File: src/csi_pkg.sv
/*
 * csi_pkg: constants, register offsets and carrier types for the call stack
 * and indirect addressing block.
 * assumes: one 100 MHz system clock, synchronous active-low reset.
 */
`default_nettype none

package csi_pkg;

	// ============================================================
	// register offsets, wishbone byte addresses
	localparam logic [7:0] CSI_OFS_CONFIG = 8'h00;
	localparam logic [7:0] CSI_OFS_PCS = 8'h04;
	localparam logic [7:0] CSI_OFS_STKPOS = 8'h08;
	localparam logic [7:0] CSI_OFS_TOP_LO = 8'h0c;
	localparam logic [7:0] CSI_OFS_TOP_HI = 8'h10;
	localparam logic [7:0] CSI_OFS_PTR0_LO = 8'h14;
	localparam logic [7:0] CSI_OFS_PTR0_HI = 8'h18;
	localparam logic [7:0] CSI_OFS_PTR1_LO = 8'h1c;
	localparam logic [7:0] CSI_OFS_PTR1_HI = 8'h20;

	// ============================================================
	// field positions and reset values
	localparam int CSI_CFG_FAULT_BIT = 0;
	localparam int CSI_PCS_OVF_BIT = 7;
	localparam int CSI_PCS_UNF_BIT = 6;
	localparam logic CSI_CFG_RST = 1'h1;
	localparam logic [4:0] CSI_PTR_RST = 5'h1f;
	localparam logic [4:0] CSI_PTR_TOP = 5'h0f;

	// ============================================================
	// indirect address map
	localparam logic [15:0] CSI_TRAD_LAST = 16'h0fff;
	localparam logic [15:0] CSI_LIN_BASE = 16'h2000;
	localparam logic [15:0] CSI_LIN_LAST = 16'h29af;
	localparam logic [11:0] CSI_GPR_SIZE = 12'h050;
	localparam logic [6:0] CSI_GPR_BASE = 7'h20;
	localparam logic [6:0] CSI_PORT0_OFS = 7'h00;
	localparam logic [6:0] CSI_PORT1_OFS = 7'h01;
	localparam logic [4:0] CSI_LIN_BANKS = 5'h1f;
	localparam int CSI_DIV_STEPS = 31;

	// ============================================================
	// types
	typedef enum logic [1:0] {
		CSI_TGT_MEM = 2'b00,
		CSI_TGT_NULL = 2'b01,
		CSI_TGT_FLASH = 2'b10
	} csi_tgt_e;

	typedef enum logic [1:0] {
		CSI_ST_IDLE = 2'b00,
		CSI_ST_MEM = 2'b01,
		CSI_ST_FWAIT = 2'b10,
		CSI_ST_FCAP = 2'b11
	} csi_ind_state_e;

	typedef struct packed {
		logic push;
		logic pop;
		logic [14:0] pc;
	} csi_stk_req_s;

	typedef struct packed {
		logic valid;
		logic sel;
		logic we;
		logic [7:0] wdata;
	} csi_ind_req_s;

	typedef struct packed {
		logic req;
		logic we;
		logic [11:0] addr;
		logic [7:0] wdata;
	} csi_mem_req_s;

	typedef struct packed {
		csi_tgt_e tgt;
		logic [11:0] addr;
	} csi_map_s;

	typedef struct packed {
		logic [4:0] ptr;
		logic [15:0][14:0] mem;
		logic [14:0] pop_pc;
		logic ovf;
		logic unf;
		logic fault;
	} csi_stk_s;

	typedef struct packed {
		logic ack;
		logic [31:0] dat;
		logic fault_en;
		logic ovf;
		logic unf;
		logic [15:0] ptr0;
		logic [15:0] ptr1;
		csi_ind_state_e st;
		logic we;
		logic done;
		logic [7:0] rdata;
		csi_mem_req_s mem;
		logic flash_req;
		logic [14:0] flash_addr;
	} csi_core_s;

endpackage

`default_nettype wire

File: src/csi_core.sv
/*
 * csi_core: call stack registers and indirect addressing path, with a
 * classic wishbone slave for the software-visible registers.
 * registers, one per word, data in the low byte:
 *   0x00 config: bit 0 enables the stack fault reset, set after reset
 *   0x04 power control status: bit 7 overflow, bit 6 underflow;
 *        a written 0 clears a flag, a written 1 keeps it
 *   0x08 stack position, five bits, all ones when the stack is empty
 *   0x0c top entry low byte, 0x10 top entry high seven bits
 *   0x14 / 0x18 pointer 0 low / high byte
 *   0x1c / 0x20 pointer 1 low / high byte
 *   other offsets read 0 and ignore writes
 * indirect map seen through a pointer:
 *   0x0000-0x0fff banked data memory, port offsets 0x00/0x01 read 0
 *   0x2000-0x29af linear view of the general RAM of successive banks
 *   bit 15 set: low byte of a flash word, read only
 *   everything else reads 0 and ignores writes
 * interfaces:
 *   stack port: push or pop pulses with the pc to push; push wins
 *   indirect port: one request at a time, done pulses when finished
 *   data memory request: registered, one cycle per access
 *   flash request: registered, one cycle per read
 * timing: the bus acks with one wait state; an indirect access ends
 * two cycles after its request for data memory, three for flash.
 * reset: stack position all ones, fault reset enabled, flags and
 * pointers cleared.
 * limits: a push or pop in the same cycle as a write of the stack
 * position or top entry wins and the write is lost; a stack event
 * beats a flag clear; an indirect request while one is open is dropped;
 * the fault reset output is a one-cycle request, the reset itself is
 * done outside this block.
 * assumes: core logic on SYS_CLK drives stack and indirect requests;
 * data memory and program flash answer combinationally while requested.
 */
`timescale 1ns/1ns
`default_nettype none

// Summary of operation
// - pointer selects entry, top pair reads/writes it
// - stack pointer is five bits wide
// - calls and interrupts increment, returns decrement
// - push increments then stores; pop loads then decrements
// - fault reset enabled: reset and set flag
// - access port redirects to pointer address
// - pointer at port: read zero, no write
// - pointer is high byte concatenated with low
// - addresses 0x000-0xFFF select banked memory directly
// - 0x2000-0x29AF is linear window over general RAM
// - unimplemented linear memory reads as zero
// - common memory excluded from linear window
// - pointer bit 15 selects program flash
// - flash reads return low eight bits
// - flash writes through port have no effect
// - flash access takes one extra cycle
// - sixteen entries of fifteen bits, separate space
// - fault reset off: wraps; flags always set
// - reset loads pointer with all ones
module csi_core (
	input wire logic SYS_CLK,
	input wire logic RST_N,
	input wire logic WB_CYC_I,
	input wire logic WB_STB_I,
	input wire logic WB_WE_I,
	input wire logic [7:0] WB_ADR_I,
	input wire logic [3:0] WB_SEL_I,
	input wire logic [31:0] WB_DAT_I,
	output logic [31:0] WB_DAT_O,
	output logic WB_ACK_O,
	input wire csi_pkg::csi_stk_req_s STK_REQ,
	output logic [14:0] POP_PC,
	output logic STACK_FAULT_RST,
	input wire csi_pkg::csi_ind_req_s IND_REQ,
	output logic IND_DONE,
	output logic [7:0] IND_RDATA,
	output csi_pkg::csi_mem_req_s MEM_REQ,
	input wire logic [7:0] MEM_RDATA,
	output logic FLASH_REQ,
	output logic [14:0] FLASH_ADDR,
	input wire logic [13:0] FLASH_RDATA
);

	// ============================================================
	// address map
	function automatic csi_pkg::csi_map_s csi_map(input logic [15:0] a);
		csi_pkg::csi_map_s m;
		logic [11:0] n;
		logic [4:0] q;
		m.tgt = csi_pkg::CSI_TGT_NULL;
		m.addr = 12'h000;
		n = 12'h000;
		q = 5'h00;
		if (a[15]) begin
			m.tgt = csi_pkg::CSI_TGT_FLASH;
		end else if (a <= csi_pkg::CSI_TRAD_LAST) begin
			m.addr = a[11:0];
			if (a[6:0] == csi_pkg::CSI_PORT0_OFS || a[6:0] == csi_pkg::CSI_PORT1_OFS) begin
				m.tgt = csi_pkg::CSI_TGT_NULL;
			end else begin
				m.tgt = csi_pkg::CSI_TGT_MEM;
			end
		end else if (a >= csi_pkg::CSI_LIN_BASE && a <= csi_pkg::CSI_LIN_LAST) begin
			n = a[11:0];
			for (int i = 0; i < csi_pkg::CSI_DIV_STEPS; i++) begin
				if (n >= csi_pkg::CSI_GPR_SIZE) begin
					n = n - csi_pkg::CSI_GPR_SIZE;
					q = q + 5'h01;
				end
			end
			m.addr = {q, csi_pkg::CSI_GPR_BASE + n[6:0]};
			if (q < csi_pkg::CSI_LIN_BANKS) begin
				m.tgt = csi_pkg::CSI_TGT_MEM;
			end else begin
				m.tgt = csi_pkg::CSI_TGT_NULL;
			end
		end
		return m;
	endfunction

	// ============================================================
	// register helpers
	// register offset match, shared by the stack position and top entry write decodes
	function automatic logic csi_hit(input logic [7:0] adr, input logic [7:0] ofs);
		return adr == ofs;
	endfunction

	// ============================================================
	// declarations
	csi_pkg::csi_core_s cur_ff;
	csi_pkg::csi_core_s nxt_cur;
	csi_pkg::csi_map_s map;
	logic [15:0] sel_ptr;
	logic bus_req;
	logic bus_take;
	logic bus_wr;
	logic wr_pos;
	logic wr_lo;
	logic wr_hi;
	logic [4:0] stk_ptr;
	logic [14:0] stk_tos;
	logic stk_ovf;
	logic stk_unf;
	logic [31:0] rd_mux;

	// ============================================================
	// bus decode
	assign bus_req = WB_CYC_I & WB_STB_I;
	assign bus_take = bus_req & ~cur_ff.ack;
	assign bus_wr = bus_req & WB_WE_I & WB_SEL_I[0] & cur_ff.ack;
	assign wr_pos = bus_wr & csi_hit(WB_ADR_I, csi_pkg::CSI_OFS_STKPOS);
	assign wr_lo = bus_wr & csi_hit(WB_ADR_I, csi_pkg::CSI_OFS_TOP_LO);
	assign wr_hi = bus_wr & csi_hit(WB_ADR_I, csi_pkg::CSI_OFS_TOP_HI);
	assign sel_ptr = IND_REQ.sel ? cur_ff.ptr1 : cur_ff.ptr0;
	assign map = csi_map(sel_ptr);

	// ============================================================
	// return stack
	csi_stack u_stack (
		.clk(SYS_CLK),
		.rst_n(RST_N),
		.req(STK_REQ),
		.fault_en(cur_ff.fault_en),
		.sw_ptr_we(wr_pos),
		.sw_lo_we(wr_lo),
		.sw_hi_we(wr_hi),
		.sw_data(WB_DAT_I[7:0]),
		.ptr(stk_ptr),
		.tos(stk_tos),
		.pop_pc(POP_PC),
		.ovf(stk_ovf),
		.unf(stk_unf),
		.fault_rst(STACK_FAULT_RST)
	);

	// ============================================================
	// read mux
	always_comb begin
		rd_mux = 32'h0000_0000;
		unique case (WB_ADR_I)
			csi_pkg::CSI_OFS_CONFIG: begin
				rd_mux[csi_pkg::CSI_CFG_FAULT_BIT] = cur_ff.fault_en;
			end
			csi_pkg::CSI_OFS_PCS: begin
				rd_mux[csi_pkg::CSI_PCS_OVF_BIT] = cur_ff.ovf;
				rd_mux[csi_pkg::CSI_PCS_UNF_BIT] = cur_ff.unf;
			end
			csi_pkg::CSI_OFS_STKPOS: begin
				rd_mux[4:0] = stk_ptr;
			end
			csi_pkg::CSI_OFS_TOP_LO: begin
				rd_mux[7:0] = stk_tos[7:0];
			end
			csi_pkg::CSI_OFS_TOP_HI: begin
				rd_mux[6:0] = stk_tos[14:8];
			end
			csi_pkg::CSI_OFS_PTR0_LO: begin
				rd_mux[7:0] = cur_ff.ptr0[7:0];
			end
			csi_pkg::CSI_OFS_PTR0_HI: begin
				rd_mux[7:0] = cur_ff.ptr0[15:8];
			end
			csi_pkg::CSI_OFS_PTR1_LO: begin
				rd_mux[7:0] = cur_ff.ptr1[7:0];
			end
			csi_pkg::CSI_OFS_PTR1_HI: begin
				rd_mux[7:0] = cur_ff.ptr1[15:8];
			end
			default: begin
				rd_mux = 32'h0000_0000;
			end
		endcase
	end

	// ============================================================
	// next state
	always_comb begin
		nxt_cur = cur_ff;
		nxt_cur.done = 1'b0;

		// bus slave: one wait state, ack for one cycle
		nxt_cur.ack = bus_take;
		if (bus_take) begin
			nxt_cur.dat = rd_mux;
		end

		// software registers
		if (bus_wr) begin
			unique case (WB_ADR_I)
				csi_pkg::CSI_OFS_CONFIG: begin
					nxt_cur.fault_en = WB_DAT_I[csi_pkg::CSI_CFG_FAULT_BIT];
				end
				csi_pkg::CSI_OFS_PCS: begin
					nxt_cur.ovf = cur_ff.ovf & WB_DAT_I[csi_pkg::CSI_PCS_OVF_BIT];
					nxt_cur.unf = cur_ff.unf & WB_DAT_I[csi_pkg::CSI_PCS_UNF_BIT];
				end
				csi_pkg::CSI_OFS_PTR0_LO: begin
					nxt_cur.ptr0[7:0] = WB_DAT_I[7:0];
				end
				csi_pkg::CSI_OFS_PTR0_HI: begin
					nxt_cur.ptr0[15:8] = WB_DAT_I[7:0];
				end
				csi_pkg::CSI_OFS_PTR1_LO: begin
					nxt_cur.ptr1[7:0] = WB_DAT_I[7:0];
				end
				csi_pkg::CSI_OFS_PTR1_HI: begin
					nxt_cur.ptr1[15:8] = WB_DAT_I[7:0];
				end
				default: begin
					nxt_cur.fault_en = cur_ff.fault_en;
				end
			endcase
		end

		// flags: a stack event beats a clear in the same cycle
		if (stk_ovf) begin
			nxt_cur.ovf = 1'b1;
		end
		if (stk_unf) begin
			nxt_cur.unf = 1'b1;
		end

		// indirect access sequencer
		unique case (cur_ff.st)
			csi_pkg::CSI_ST_IDLE: begin
				if (IND_REQ.valid) begin
					nxt_cur.we = IND_REQ.we;
					unique case (map.tgt)
						csi_pkg::CSI_TGT_MEM: begin
							nxt_cur.mem.req = 1'b1;
							nxt_cur.mem.we = IND_REQ.we;
							nxt_cur.mem.addr = map.addr;
							nxt_cur.mem.wdata = IND_REQ.wdata;
							nxt_cur.st = csi_pkg::CSI_ST_MEM;
						end
						csi_pkg::CSI_TGT_FLASH: begin
							nxt_cur.flash_req = ~IND_REQ.we;
							nxt_cur.flash_addr = sel_ptr[14:0];
							nxt_cur.st = csi_pkg::CSI_ST_FWAIT;
						end
						default: begin
							nxt_cur.mem.req = 1'b0;
							nxt_cur.st = csi_pkg::CSI_ST_MEM;
						end
					endcase
				end
			end
			csi_pkg::CSI_ST_MEM: begin
				if (cur_ff.mem.req & ~cur_ff.we) begin
					nxt_cur.rdata = MEM_RDATA;
				end else begin
					nxt_cur.rdata = 8'h00;
				end
				nxt_cur.mem.req = 1'b0;
				nxt_cur.done = 1'b1;
				nxt_cur.st = csi_pkg::CSI_ST_IDLE;
			end
			csi_pkg::CSI_ST_FWAIT: begin
				if (cur_ff.flash_req) begin
					nxt_cur.rdata = FLASH_RDATA[7:0];
				end else begin
					nxt_cur.rdata = 8'h00;
				end
				nxt_cur.flash_req = 1'b0;
				nxt_cur.st = csi_pkg::CSI_ST_FCAP;
			end
			csi_pkg::CSI_ST_FCAP: begin
				nxt_cur.done = 1'b1;
				nxt_cur.st = csi_pkg::CSI_ST_IDLE;
			end
		endcase
	end

	// ============================================================
	// state register
	always_ff @(posedge SYS_CLK) begin
		if (!RST_N) begin
			cur_ff <= '0;
			cur_ff.fault_en <= csi_pkg::CSI_CFG_RST;
			cur_ff.st <= csi_pkg::CSI_ST_IDLE;
		end else begin
			cur_ff <= nxt_cur;
		end
	end

	// ============================================================
	// outputs
	assign WB_DAT_O = cur_ff.dat;
	assign WB_ACK_O = cur_ff.ack;
	assign IND_DONE = cur_ff.done;
	assign IND_RDATA = cur_ff.rdata;
	assign MEM_REQ = cur_ff.mem;
	assign FLASH_REQ = cur_ff.flash_req;
	assign FLASH_ADDR = cur_ff.flash_addr;

endmodule

`default_nettype wire

File: src/csi_stack.sv
/*
 * csi_stack: sixteen-entry return address stack with a 5-bit pointer,
 * overflow and underflow detection and software access to any entry.
 * assumes: push and pop come from core logic on the same clock.
 */
`timescale 1ns/1ns
`default_nettype none

module csi_stack (
	input wire logic clk,
	input wire logic rst_n,
	input wire csi_pkg::csi_stk_req_s req,
	input wire logic fault_en,
	input wire logic sw_ptr_we,
	input wire logic sw_lo_we,
	input wire logic sw_hi_we,
	input wire logic [7:0] sw_data,
	output logic [4:0] ptr,
	output logic [14:0] tos,
	output logic [14:0] pop_pc,
	output logic ovf,
	output logic unf,
	output logic fault_rst
);

	// ============================================================
	// helpers
	function automatic logic [3:0] csi_idx(input logic [4:0] p);
		return p[3:0];
	endfunction

	csi_pkg::csi_stk_s cur_ff;
	csi_pkg::csi_stk_s nxt_cur;
	logic [4:0] up_ptr;

	// ============================================================
	// next state
	always_comb begin
		nxt_cur = cur_ff;
		nxt_cur.ovf = 1'b0;
		nxt_cur.unf = 1'b0;
		nxt_cur.fault = 1'b0;
		up_ptr = cur_ff.ptr + 5'h01;
		if (req.push) begin
			nxt_cur.ptr = up_ptr;
			nxt_cur.mem[csi_idx(up_ptr)] = req.pc;
			if (cur_ff.ptr == csi_pkg::CSI_PTR_TOP) begin
				nxt_cur.ovf = 1'b1;
				if (fault_en) begin
					nxt_cur.fault = 1'b1;
					nxt_cur.ptr = csi_pkg::CSI_PTR_RST;
				end
			end
		end else if (req.pop) begin
			nxt_cur.pop_pc = cur_ff.mem[csi_idx(cur_ff.ptr)];
			nxt_cur.ptr = cur_ff.ptr - 5'h01;
			if (cur_ff.ptr == csi_pkg::CSI_PTR_RST) begin
				nxt_cur.unf = 1'b1;
				if (fault_en) begin
					nxt_cur.fault = 1'b1;
					nxt_cur.ptr = csi_pkg::CSI_PTR_RST;
				end
			end
		end else begin
			if (sw_ptr_we) begin
				nxt_cur.ptr = sw_data[4:0];
			end
			if (sw_lo_we) begin
				nxt_cur.mem[csi_idx(cur_ff.ptr)][7:0] = sw_data;
			end
			if (sw_hi_we) begin
				nxt_cur.mem[csi_idx(cur_ff.ptr)][14:8] = sw_data[6:0];
			end
		end
	end

	// ============================================================
	// state register
	always_ff @(posedge clk) begin
		if (!rst_n) begin
			cur_ff <= '0;
			cur_ff.ptr <= csi_pkg::CSI_PTR_RST;
		end else begin
			cur_ff <= nxt_cur;
		end
	end

	assign ptr = cur_ff.ptr;
	assign tos = cur_ff.mem[csi_idx(cur_ff.ptr)];
	assign pop_pc = cur_ff.pop_pc;
	assign ovf = cur_ff.ovf;
	assign unf = cur_ff.unf;
	assign fault_rst = cur_ff.fault;

endmodule

`default_nettype wire
File: config.mk
export PLATFORM = sky130hd
export DESIGN_NAME = csi_core
export DESIGN_NICKNAME = d
export VERILOG_FILES = /design/src/csi_pkg.sv /design/src/csi_core.sv /design/src/csi_stack.sv
export SDC_FILE = /design/constraint.sdc
export NUM_CORES = 1
export LEC_CHECK = 0
export BUFFER_PORTS_ARGS = -buffer_cell sky130_fd_sc_hd__buf_2
export CORE_AREA = 4 4 277 279
export DETAILED_ROUTE_END_ITERATION = 16
export DIE_AREA = 0 0 281 283
export PLACE_DENSITY = 0.53
export SLEW_MARGIN = 10
export SYNTH_ARGS = -nofsm -noshare
export SYNTH_HDL_FRONTEND = slang
export SYNTH_SLANG_ARGS = --single-unit
File: constraint.sdc
create_clock -name SYS_CLK -period 55.3 [get_ports SYS_CLK]
set_clock_uncertainty 0.15 [all_clocks]
set_input_delay 8.295 -clock SYS_CLK [delete_from_list [all_inputs] [get_ports SYS_CLK]]
set_output_delay 8.295 -clock SYS_CLK [all_outputs]
set_load 0.02 [all_outputs]
# Word-level counts from Yosys, hierarchy flattened
# Index checks and enable logic that the tools add are counted.
# op_classes
addsub	64
order_cmp	39
n_reduce_logical	32
eq_ne	19
n_bitwise	17
mux	310
# op_table
cell	n
$mux 12	121
$mux 240	5
$bwmux 240	3
$mux 5	129
$ge 12x7->1 const B	31
$sub 12x7->12 const B	30
$mux 245	1
$demux 15 s4	3
$add 5x1->5 const B	31
$bmux 15 s4	1
$mux 8	7
$mux 15	3
$mux 38	1
$mux 34	1
$eq 8x5->1 const B	4
$mux 16	2
$mux 14	2
$mux 7	4
$pmux 4 s7	1
$mux 21	1
$reduce_and 2->1	10
$eq 8x4->1 const B	2
$ge 16x14->1 const B	1
$le 16x12->1 const B	1
other kinds (37)	86
# word_totals
reg_bits	357

# Logic depth before layout (Yosys ltp)
# Gate-level depths: netlist of run 1.
# depth
depth_word	165
mapped_depth	96

# Hierarchy
# Synthesis of run 1 repeated with hierarchy kept, for this count alone.
# hier_totals
hier_cells	4157
hier_area_um2	33537.2
# modules_own_cells
module	instances	area_each_um2	cells_each
csi_stack	1	16866.2	1945
csi_core	1	16671.0	2212

# Worst setup path before layout of run 1
# Ideal clock, no wire load.
# synth_timing
kind	input to register
start	in IND_REQ[9] (netlist bit)
end	reg cur_ff, in the netlist MEM_REQ[12]
stages	82
t_arrival_ns	28.119
t_required_ns	55.018
n_path_buf	12
setup_time_ns	0.132
path_slack_ns	26.899
cell_sequence	buf_4 -> buf_2 -> buf_2 -> mux2i_1 -> ha_1 -> clkbuf_1 -> inv_1 -> a222oi_1 -> o21ai_2 -> inv_2 -> o21ai_2 -> o41a_1 -> a211oi_4 -> nand3_2 -> xnor2_2 -> o311a_2 -> nor3b_4 -> nand2_1 -> [46 not listed] -> or4_1 -> buf_2 -> o2111ai_2 -> o31ai_1 -> a2111o_1 -> nor3_2 -> mux2_2 -> ha_1 -> nand2_1 -> nand2_1 -> ha_1 -> xnor3_1 -> or4b_1 -> a21o_1 -> a31o_2 -> buf_2 -> o21ai_1 -> a21oi_1
# synth_via
elab_chain_len	163
elab_cells_between_ends	358
cone_classes	add/sub (62); order compare (35); eq/ne (1); mux (255); reduce/logical (5)
# synth_rtl
element	line	rtl
from (decl)	csi_core.sv:72	input wire csi_pkg::csi_ind_req_s IND_REQ,
$mux 16 (*)	csi_core.sv:152	assign sel_ptr = IND_REQ.sel ? cur_ff.ptr1 : cur_ff.ptr0;
$sub 12x7->12 or $ge 12x7->1 (tied branches)	csi_core.sv:105, csi_core.sv:104	
$mux 12 or $mux 1 (tied branches)	csi_core.sv:104	if (n >= csi_pkg::CSI_GPR_SIZE) begin
$mux 12 or $mux 5 (tied branches)	csi_core.sv:101	end else if (a >= csi_pkg::CSI_LIN_BASE && a <= csi_pkg::CSI_LIN_LAST) begin
$mux 12 or $mux 5 (tied branches)	csi_core.sv:94	end else if (a <= csi_pkg::CSI_TRAD_LAST) begin
$mux 12 or $mux 5 (tied branches)	csi_core.sv:92	if (a[15]) begin
$sub 12x7->12, or another cell as far along	csi_core.sv:105	n = n - csi_pkg::CSI_GPR_SIZE;
$mux 12 or $mux 5 (tied branches)	csi_core.sv:104	
[147 not listed]	n/a	
$mux 5	csi_core.sv:92	
$lt 5x5->1	csi_core.sv:110	if (q < csi_pkg::CSI_LIN_BANKS) begin
$mux 1	csi_core.sv:110	
$mux 14	csi_core.sv:101	
$mux 14	csi_core.sv:94	
$mux 2	csi_core.sv:92	
$logic_not 2->1	csi_core.sv:266	unique case (map.tgt)
$reduce_and 3->1 (no source line)	n/a	
to (signal assigned)	csi_core.sv:320	cur_ff <= nxt_cur;
to (decl)	csi_core.sv:128	csi_pkg::csi_core_s cur_ff;
# Every way passes the cells marked *; elsewhere a longest branch is shown, timed or not. The select of a mux whose other input is x is not followed.
# A chain may end at the register's enable or synchronous reset.

# Worst setup path after layout of run 1
# layout_timing
start	in IND_REQ[9] (netlist bit)
end	reg cur_ff, in the netlist MEM_REQ[11]
# Same word-level chain as after synthesis.

==> results of run 1 <==
stage by stage:
step / cell area, sq um / worst slack [ps] / hold WS (ps)
floorplan: 30300 / 26900 / 261
global placement: 30700 / 21380 / 291
detailed placement: 30700 / 21410 / 296
CTS: 32300 / 21990 / 304
global route: 32300 / 19590 / 325
finish: 32300 / 21810 / 304
worst min-delay path by stage:
stage | end | slack (ps) | cells past startpoint
floorplan | cur_ff[82]$_SDFFE_PN0P_ | 260 | 2
global placement | MEM_REQ[8]$_SDFFE_PN0P_ | 290 | 2
detailed placement | u_stack.pop_pc[12]$_SDFFE_PN0P_ | 300 | 2
CTS | u_stack.pop_pc[12]$_SDFFE_PN0P_ | 300 | 2
global route | u_stack.pop_pc[11]$_SDFFE_PN0P_ | 320 | 2
finish | u_stack.pop_pc[11]$_SDFFE_PN0P_ | 300 | 2
placed cells by master, fill, tap and decap left out, types with 50 or more instances in the layout:
cell type and instances:
nand2_1 278, mux4_2 75, nor2_1 495, buf_2 137
dfxtp_1 354, a21oi_1 170, mux2i_1 69, ha_1 52
nand3_1 104, and2_1 69, a211oi_1 285, o21ai_1 57
nor3_1 50, a22oi_1 269, o21ai_0 88, xnor2_1 124
per-layer routing:
| layer | track usage | vias to the layer above | part of all wire |
|---|---|---|---|
| met2 | 0.440 | 831 | 0.48 |
| met3 | 0.0300 | 160 | 0.050 |
| met1 | 0.350 | 14200 | 0.44 |
| met4 | 0.0761 | 2 | 0.031 |
| li1 | - | 14000 | - |
| met5 | 0 | - | 0.00011 |
worst min-delay path, cell delays in order, from the launching register on:
cell,delay [ps]
dfxtp_1,310
nand2_1,50
a21oi_1,50
synth_stat cells (35+ instances only):
cell | number | area share
a31oi_1 | 42 | 0.0087
xor2_1 | 44 | 0.013
mux4_2 | 75 | 0.056
nor3_1 | 51 | 0.0084
o21ai_1 | 57 | 0.0094
and2_1 | 69 | 0.014
xnor2_1 | 124 | 0.036
nor2_1 | 510 | 0.063
a21oi_1 | 172 | 0.028
ha_1 | 52 | 0.022
clkbuf_1 | 217 | 0.027
a22oi_1 | 269 | 0.067
nand3_1 | 104 | 0.017
o22ai_1 | 41 | 0.0085
mux2i_1 | 69 | 0.023
a211oi_1 | 285 | 0.071
nand4_1 | 35 | 0.0072
nand2_1 | 278 | 0.035
buf_4 | 99 | 0.025
o21ai_0 | 88 | 0.015
buf_1 | 45 | 0.0056
dfxtp_1 | 357 | 0.24
inv_1 | 44 | 0.0055
sequential cells by signal, summed over array words and instances, names as in the netlist:
| signal | cells |
|---|---|
| u_stack.cur_ff | 240 |
| cur_ff | 38 |
| MEM_REQ | 22 |
| FLASH_ADDR | 15 |
| u_stack.pop_pc | 15 |
| IND_RDATA | 8 |
| WB_DAT_O | 8 |
| u_stack.ptr | 5 |
| FLASH_REQ | 1 |
| IND_DONE | 1 |
| WB_ACK_O | 1 |
| u_stack.fault_rst | 1 |
| u_stack.ovf | 1 |
| u_stack.unf | 1 |
layout make-up:
| cell class | count | area, sq um |
|---|---|---|
| tap | 969 | 1210 |
| sequential | 357 | 7160 |
| fill | 7641 | 41900 |
| antenna | 3 | 7.51 |
| clock buffer | 62 | 1260 |
| timing repair buffer | 177 | 986 |
| clock inverter | 16 | 323 |
| inverter | 46 | 180 |
| multi-input combinational | 3021 | 21200 |
kinds of logic after synthesis:
| logic type | count (synthesis) | share of synthesized area |
|---|---|---|
| compound gates | 1323 | 0.326 |
| xor+xnor | 177 | 0.0539 |
| fa+ha+maj | 52 | 0.0215 |
| buf+inv | 437 | 0.0684 |
| flops | 357 | 0.236 |
| mux | 183 | 0.0942 |
| other cells | 1 | 0.000124 |
| simple gates | 1262 | 0.199 |
==> results by group, run 1 <==
Global route
  – GRT Residual Overflow: 0
  – Initial antenna violation count: 5
  – Largest net degree at the start of global routing: 126
  – Vias in the first global route: ~27000
  – Total Routing Usage GR: 0.260
  – First-pass GRT wire length: 167000 um

CTS
  – CTS-repair resized insts: 0
  – CTS clk-pin slew, worst paths: 60 ps
  – CTS Buf Count: 44
  – Root buf cell: clkbuf_16
  – Maximum clock path buffer count: 3
  – Clock insertion delay at the later pin of the skew report: 600 ps
  – Clk sinks: 357
  – CTS tree: built
  – Postcts setup bufs: 0
  – Hold_buf cts: 0
  – CTS H-tree depth: 2

Critical path
  – CP Data Required Time: 55630 ps
  – CP arrival: about 34000 ps
  – Worst Path Max Fanout: 37
  – R2r setup slk: between 20000 and 30000 ps
  – Worst setup path end: MEM_REQ[11]$_SDFFE_PN0P_
  – Reg-to-Reg Start: cur_ff[51]$_SDFFE_PN0P_
  – Critical path launch point type: input port
  – CP delay by family, top: compound AO/OA/AOI/OAI gates
  – Critical Path Slowest Stage Cell: mux2i_1
  – Crit. Startpoint: IND_REQ[9]
  – Buf/Inv on CP: 5
  – Critical path class: input port to register
  – Cell mode on critical path: mux2i_1
  – R2r endpoint: MEM_REQ[11]$_SDFFE_PN0P_
  – R2R depth: 68
  – CP endpoint kind: register
  – Crit. path cell count: 73
  – Critical path's largest stage delay: 770 ps

Min path
  – Hold Startpoint: u_stack.pop_pc[11]$_SDFFE_PN0P_
  – Hold Crit Class: register to register

Synthesis
  – Post-synthesis cell type count: approximately 140
  – Synthesized instance count: 3792
  – Synthesized area per cell: around 8 sq um
  – Async S/R FF share, synth: 0
  – Seq cells post-synth: 357
  – Primary FF master, synth: dfxtp_1
  – Register area share after synthesis: 0.236
  – Post-synth EDFFs: 0
  – Mapped cell area: 30200 sq um
  – Ys Warns: 0

Die
  – Initial Utilization: 0.408
  – Die Ht: 283 um
  – CORE AREA: around 74000 sq um
  – Die X: 281 um
  – Number of placed I/O pins: roughly 200
  – Die area: 79500 sq um
  – FP Rows: 100

Layout
  – Final Instance Count excl. Fillers: around 4700
  – Final Net Count: 3798
  – Area Growth Syn to Fin: 6.79%
  – Layout cells sized above 1: 0.145
  – Util after Layout: 0.435

Detailed routing
  – Drt wl/cell: 23.1 um
  – First-pass DRT Iterations: 5
  – Residual DRC: 0
  – Vias: 29200
  – Antenna-violating nets left: 0
  – Vias per Instance: between 6 and 7
  – DRT iter0 DRCs: 2388
  – Final WL: 108000 um

Timing
  – Tmin final: 33490 ps
  – Final Hold Fails: 0
  – Worst-Margin Slew: 1240 ps
  – RSZ-0062 raised after global routing: false
  – Final setup viols: 0
  – Period utilization: 0.606
  – Relative slew slack: 0.169
  – Max Freq: 0.0299 GHz
  – Fin Setup TNS: 0 ps
  – Fin. max-slew vios: 0

Place
  – Dpl cells: 4570
  – Detail Placement HPWL: 76400 um
  – Gpl congestion: 0.870
  – Count of input and output buffers: 137

Run
  – Maxcap violations: 0

Run status
  – Outcome: complete, no violations
Power of run 1 is left out: the tool's default activity adds up to more than one toggle a clock period on the data nets, which glitch-free logic cannot reach.
==> inputs of run 2 (changes only) <==
--- a/config.mk
+++ b/config.mk
@@ -9,7 +9,7 @@
 export CORE_AREA = 4 4 277 279
 export DETAILED_ROUTE_END_ITERATION = 16
 export DIE_AREA = 0 0 281 283
-export PLACE_DENSITY = 0.53
+export PLACE_DENSITY = 0.55
 export SLEW_MARGIN = 10
 export SYNTH_ARGS = -nofsm -noshare
 export SYNTH_HDL_FRONTEND = slang
==> constraint.sdc (replaced) <==
create_clock -name SYS_CLK -period 30.7 [get_ports SYS_CLK]
set_clock_uncertainty 0.15 [all_clocks]
set_input_delay 4.605 -clock SYS_CLK [delete_from_list [all_inputs] [get_ports SYS_CLK]]
set_output_delay 4.605 -clock SYS_CLK [all_outputs]
set_load 0.02 [all_outputs]
==> results by group, run 2 (synthesis gave the netlist of run 1 again) <==
Critical path
  – CP endpoint kind: register
  – CP arrival: 29130 ps (-4680 ps)
  – Critical path launch point type: input port
  – Critical path class: input port to register
  – CP Data Required Time: 30990 ps (-24640 ps)
  – Critical path's largest stage delay: 710 ps (-60 ps)
  – Worst Path Max Fanout: 37 (unchanged)
  – Critical Path Slowest Stage Cell: o32ai_2
  – Cell mode on critical path: nand2_1

Detailed routing
  – DRT iter0 DRCs: 2631 (+10%)
  – Final WL: 108000 um (+0.46%)
  – Vias per Instance: 6.25 (-0.51%)
  – First-pass DRT Iterations: 6 (+1)
  – Residual DRC: 0 (unchanged)
  – Drt wl/cell: 23.2 um (+0.18%)
  – Vias: 29200 (-0.23%)
  – Antenna-violating nets left: 0 (unchanged)

Global route
  – GRT Residual Overflow: 0 (unchanged)
  – Largest net degree at the start of global routing: 89 (-29%)
  – Initial antenna violation count: 10 (+5)
  – Total Routing Usage GR: 0.262 (+0.00112)
  – First-pass GRT wire length: 168000 um (+0.26%)
  – Vias in the first global route: 27600 (+0.53%)

Die
  – CORE AREA: 74200 sq um (unchanged)
  – Number of placed I/O pins: 195 (unchanged)
  – Initial Utilization: 0.408 (unchanged)
  – Die area: 79500 sq um (unchanged)
  – FP Rows: 100 (unchanged)
  – Die X: 281 um (unchanged)
  – Die Ht: 283 um (unchanged)

Timing
  – Period utilization: 0.939
  – Worst-Margin Slew: 1260 ps (+12.9 ps)
  – Final setup viols: 0 (unchanged)
  – Tmin final: roughly 29000 ps
  – Final Hold Fails: 0 (unchanged)
  – Relative slew slack: 0.163 (-0.00552)
  – Fin. max-slew vios: 0 (unchanged)
  – Fin Setup TNS: 0 ps (unchanged)
  – Max Freq: 0.0347 GHz
  – RSZ-0062 raised after global routing: false

CTS
  – Clock insertion delay at the later pin of the skew report: 600 ps (about the same)
  – CTS Buf Count: 43 (-2.3%)
  – CTS clk-pin slew, worst paths: 60 ps (about the same)
  – Root buf cell: clkbuf_16
  – Maximum clock path buffer count: 3 (unchanged)
  – Clk sinks: 357 (unchanged)
  – CTS tree: built
  – Hold_buf cts: 0 (unchanged)
  – CTS H-tree depth: 2 (unchanged)

Place
  – Count of input and output buffers: 137 (unchanged)
  – Dpl cells: 4581 (+0.24%)
  – Detail Placement HPWL: 75900 um (-0.68%)
  – Gpl congestion: 0.921 (+5.9%)
  – Placed Area: 30800 sq um (+0.27%)

Layout
  – Final Instance Count excl. Fillers: 4664 (+0.28%)
  – Multi-input logic area: 21200 sq um (about the same)
  – Layout cells sized above 1: 0.149 (+0.00363)
  – Number of flip-flops in the largest register: 240 (unchanged)
  – Biggest register: u_stack.cur_ff
  – Design area: 32300 sq um (about the same)
  – Most common cell after layout, fill and taps aside: nor2_1
  – Area Growth Syn to Fin: 6.87% (about the same)
  – Commonest cells after routing, fill and taps aside: nor2_1, dfxtp_1, a211oi_1, nand2_1, a22oi_1
  – Fill count: 7581 (-0.79%)
  – Sequential cell area: 7160 sq um (unchanged)
  – Final Net Count: 3808 (+0.26%)
  – Util after Layout: 0.436 (about the same)

Run
  – Maxcap violations: 0 (unchanged)

Min path
  – Hold Crit Class: register to register

Run status
  – Outcome: complete, no violations
-- run 2: cell types whose count changed in the layout (fill, tap and decap cells not counted), sizes merged --
cell,delta
inv,+4
clkbuf,-1
bufinv,-4
buf,+10
diode,+2
clkinv,+2
-- run 2: critical path, delay by kind of cell --
family,cells,cell delay [ps]
buf+inv,5,1300
fa+ha+maj,3,880
mux,5,1820
simple gates,20,6480
xor+xnor,5,1830
compound gates,35,12120
-- run 2: through the flow --
stage / worst slack, ps / hold slack, ps
2_1_floorplan: 5990 / 261
3_3_place_gp: 1500 / 266
3_5_place_dp: 1530 / 273
4_1_cts: 2010 / 281
5_1_grt: 125 / 325
6_report: 1870 / 276
-- run 2: final timing paths --
kind | from | endpoint | slack, ps | cells after the start
setup / recovery | IND_REQ[9] | MEM_REQ[9]$_SDFFE_PN0P_ | 1870 | 73
hold / removal | u_stack.ovf$_SDFF_PN0_ | cur_ff[83]$_SDFFE_PN0P_ | 280 | 2
setup reg to reg | cur_ff[54]$_SDFFE_PN0P_ | MEM_REQ[9]$_SDFFE_PN0P_ | 6010 | 72
hold reg to reg | u_stack.ovf$_SDFF_PN0_ | cur_ff[83]$_SDFFE_PN0P_ | 280 | 2
-- run 2: per-layer routing --
layer | track usage | wire length (um) | share of wire | up-vias
met3 | 0.0394 | 6710 | 0.062 | 199
li1 | - | - | - | 14000
met5 | 0 | 40 | 0.00037 | -
met2 | 0.427 | 50400 | 0.47 | 911
met1 | 0.352 | 47000 | 0.44 | 14000
met4 | 0.0908 | 3880 | 0.036 | 6
-- run 2: what timing repair did --
item                                    CTS  global route
endpoints found under the hold margin     0             0
buffers inserted                          0             0
endpoints found under the setup margin    0            22
gates resized for setup                   0             2
-- run 2: final cells by class --
type | instances | area share
inverter | 46 | 0.00558
sequential | 357 | 0.221
clock inverter | 18 | 0.00743
tap | 969 | 0.0375
antenna | 5 | 0.000387
multi-input combinational | 3021 | 0.655
timing repair buffer | 188 | 0.0331
clock buffer | 60 | 0.0396
Power of run 2 is left out for the same reason.
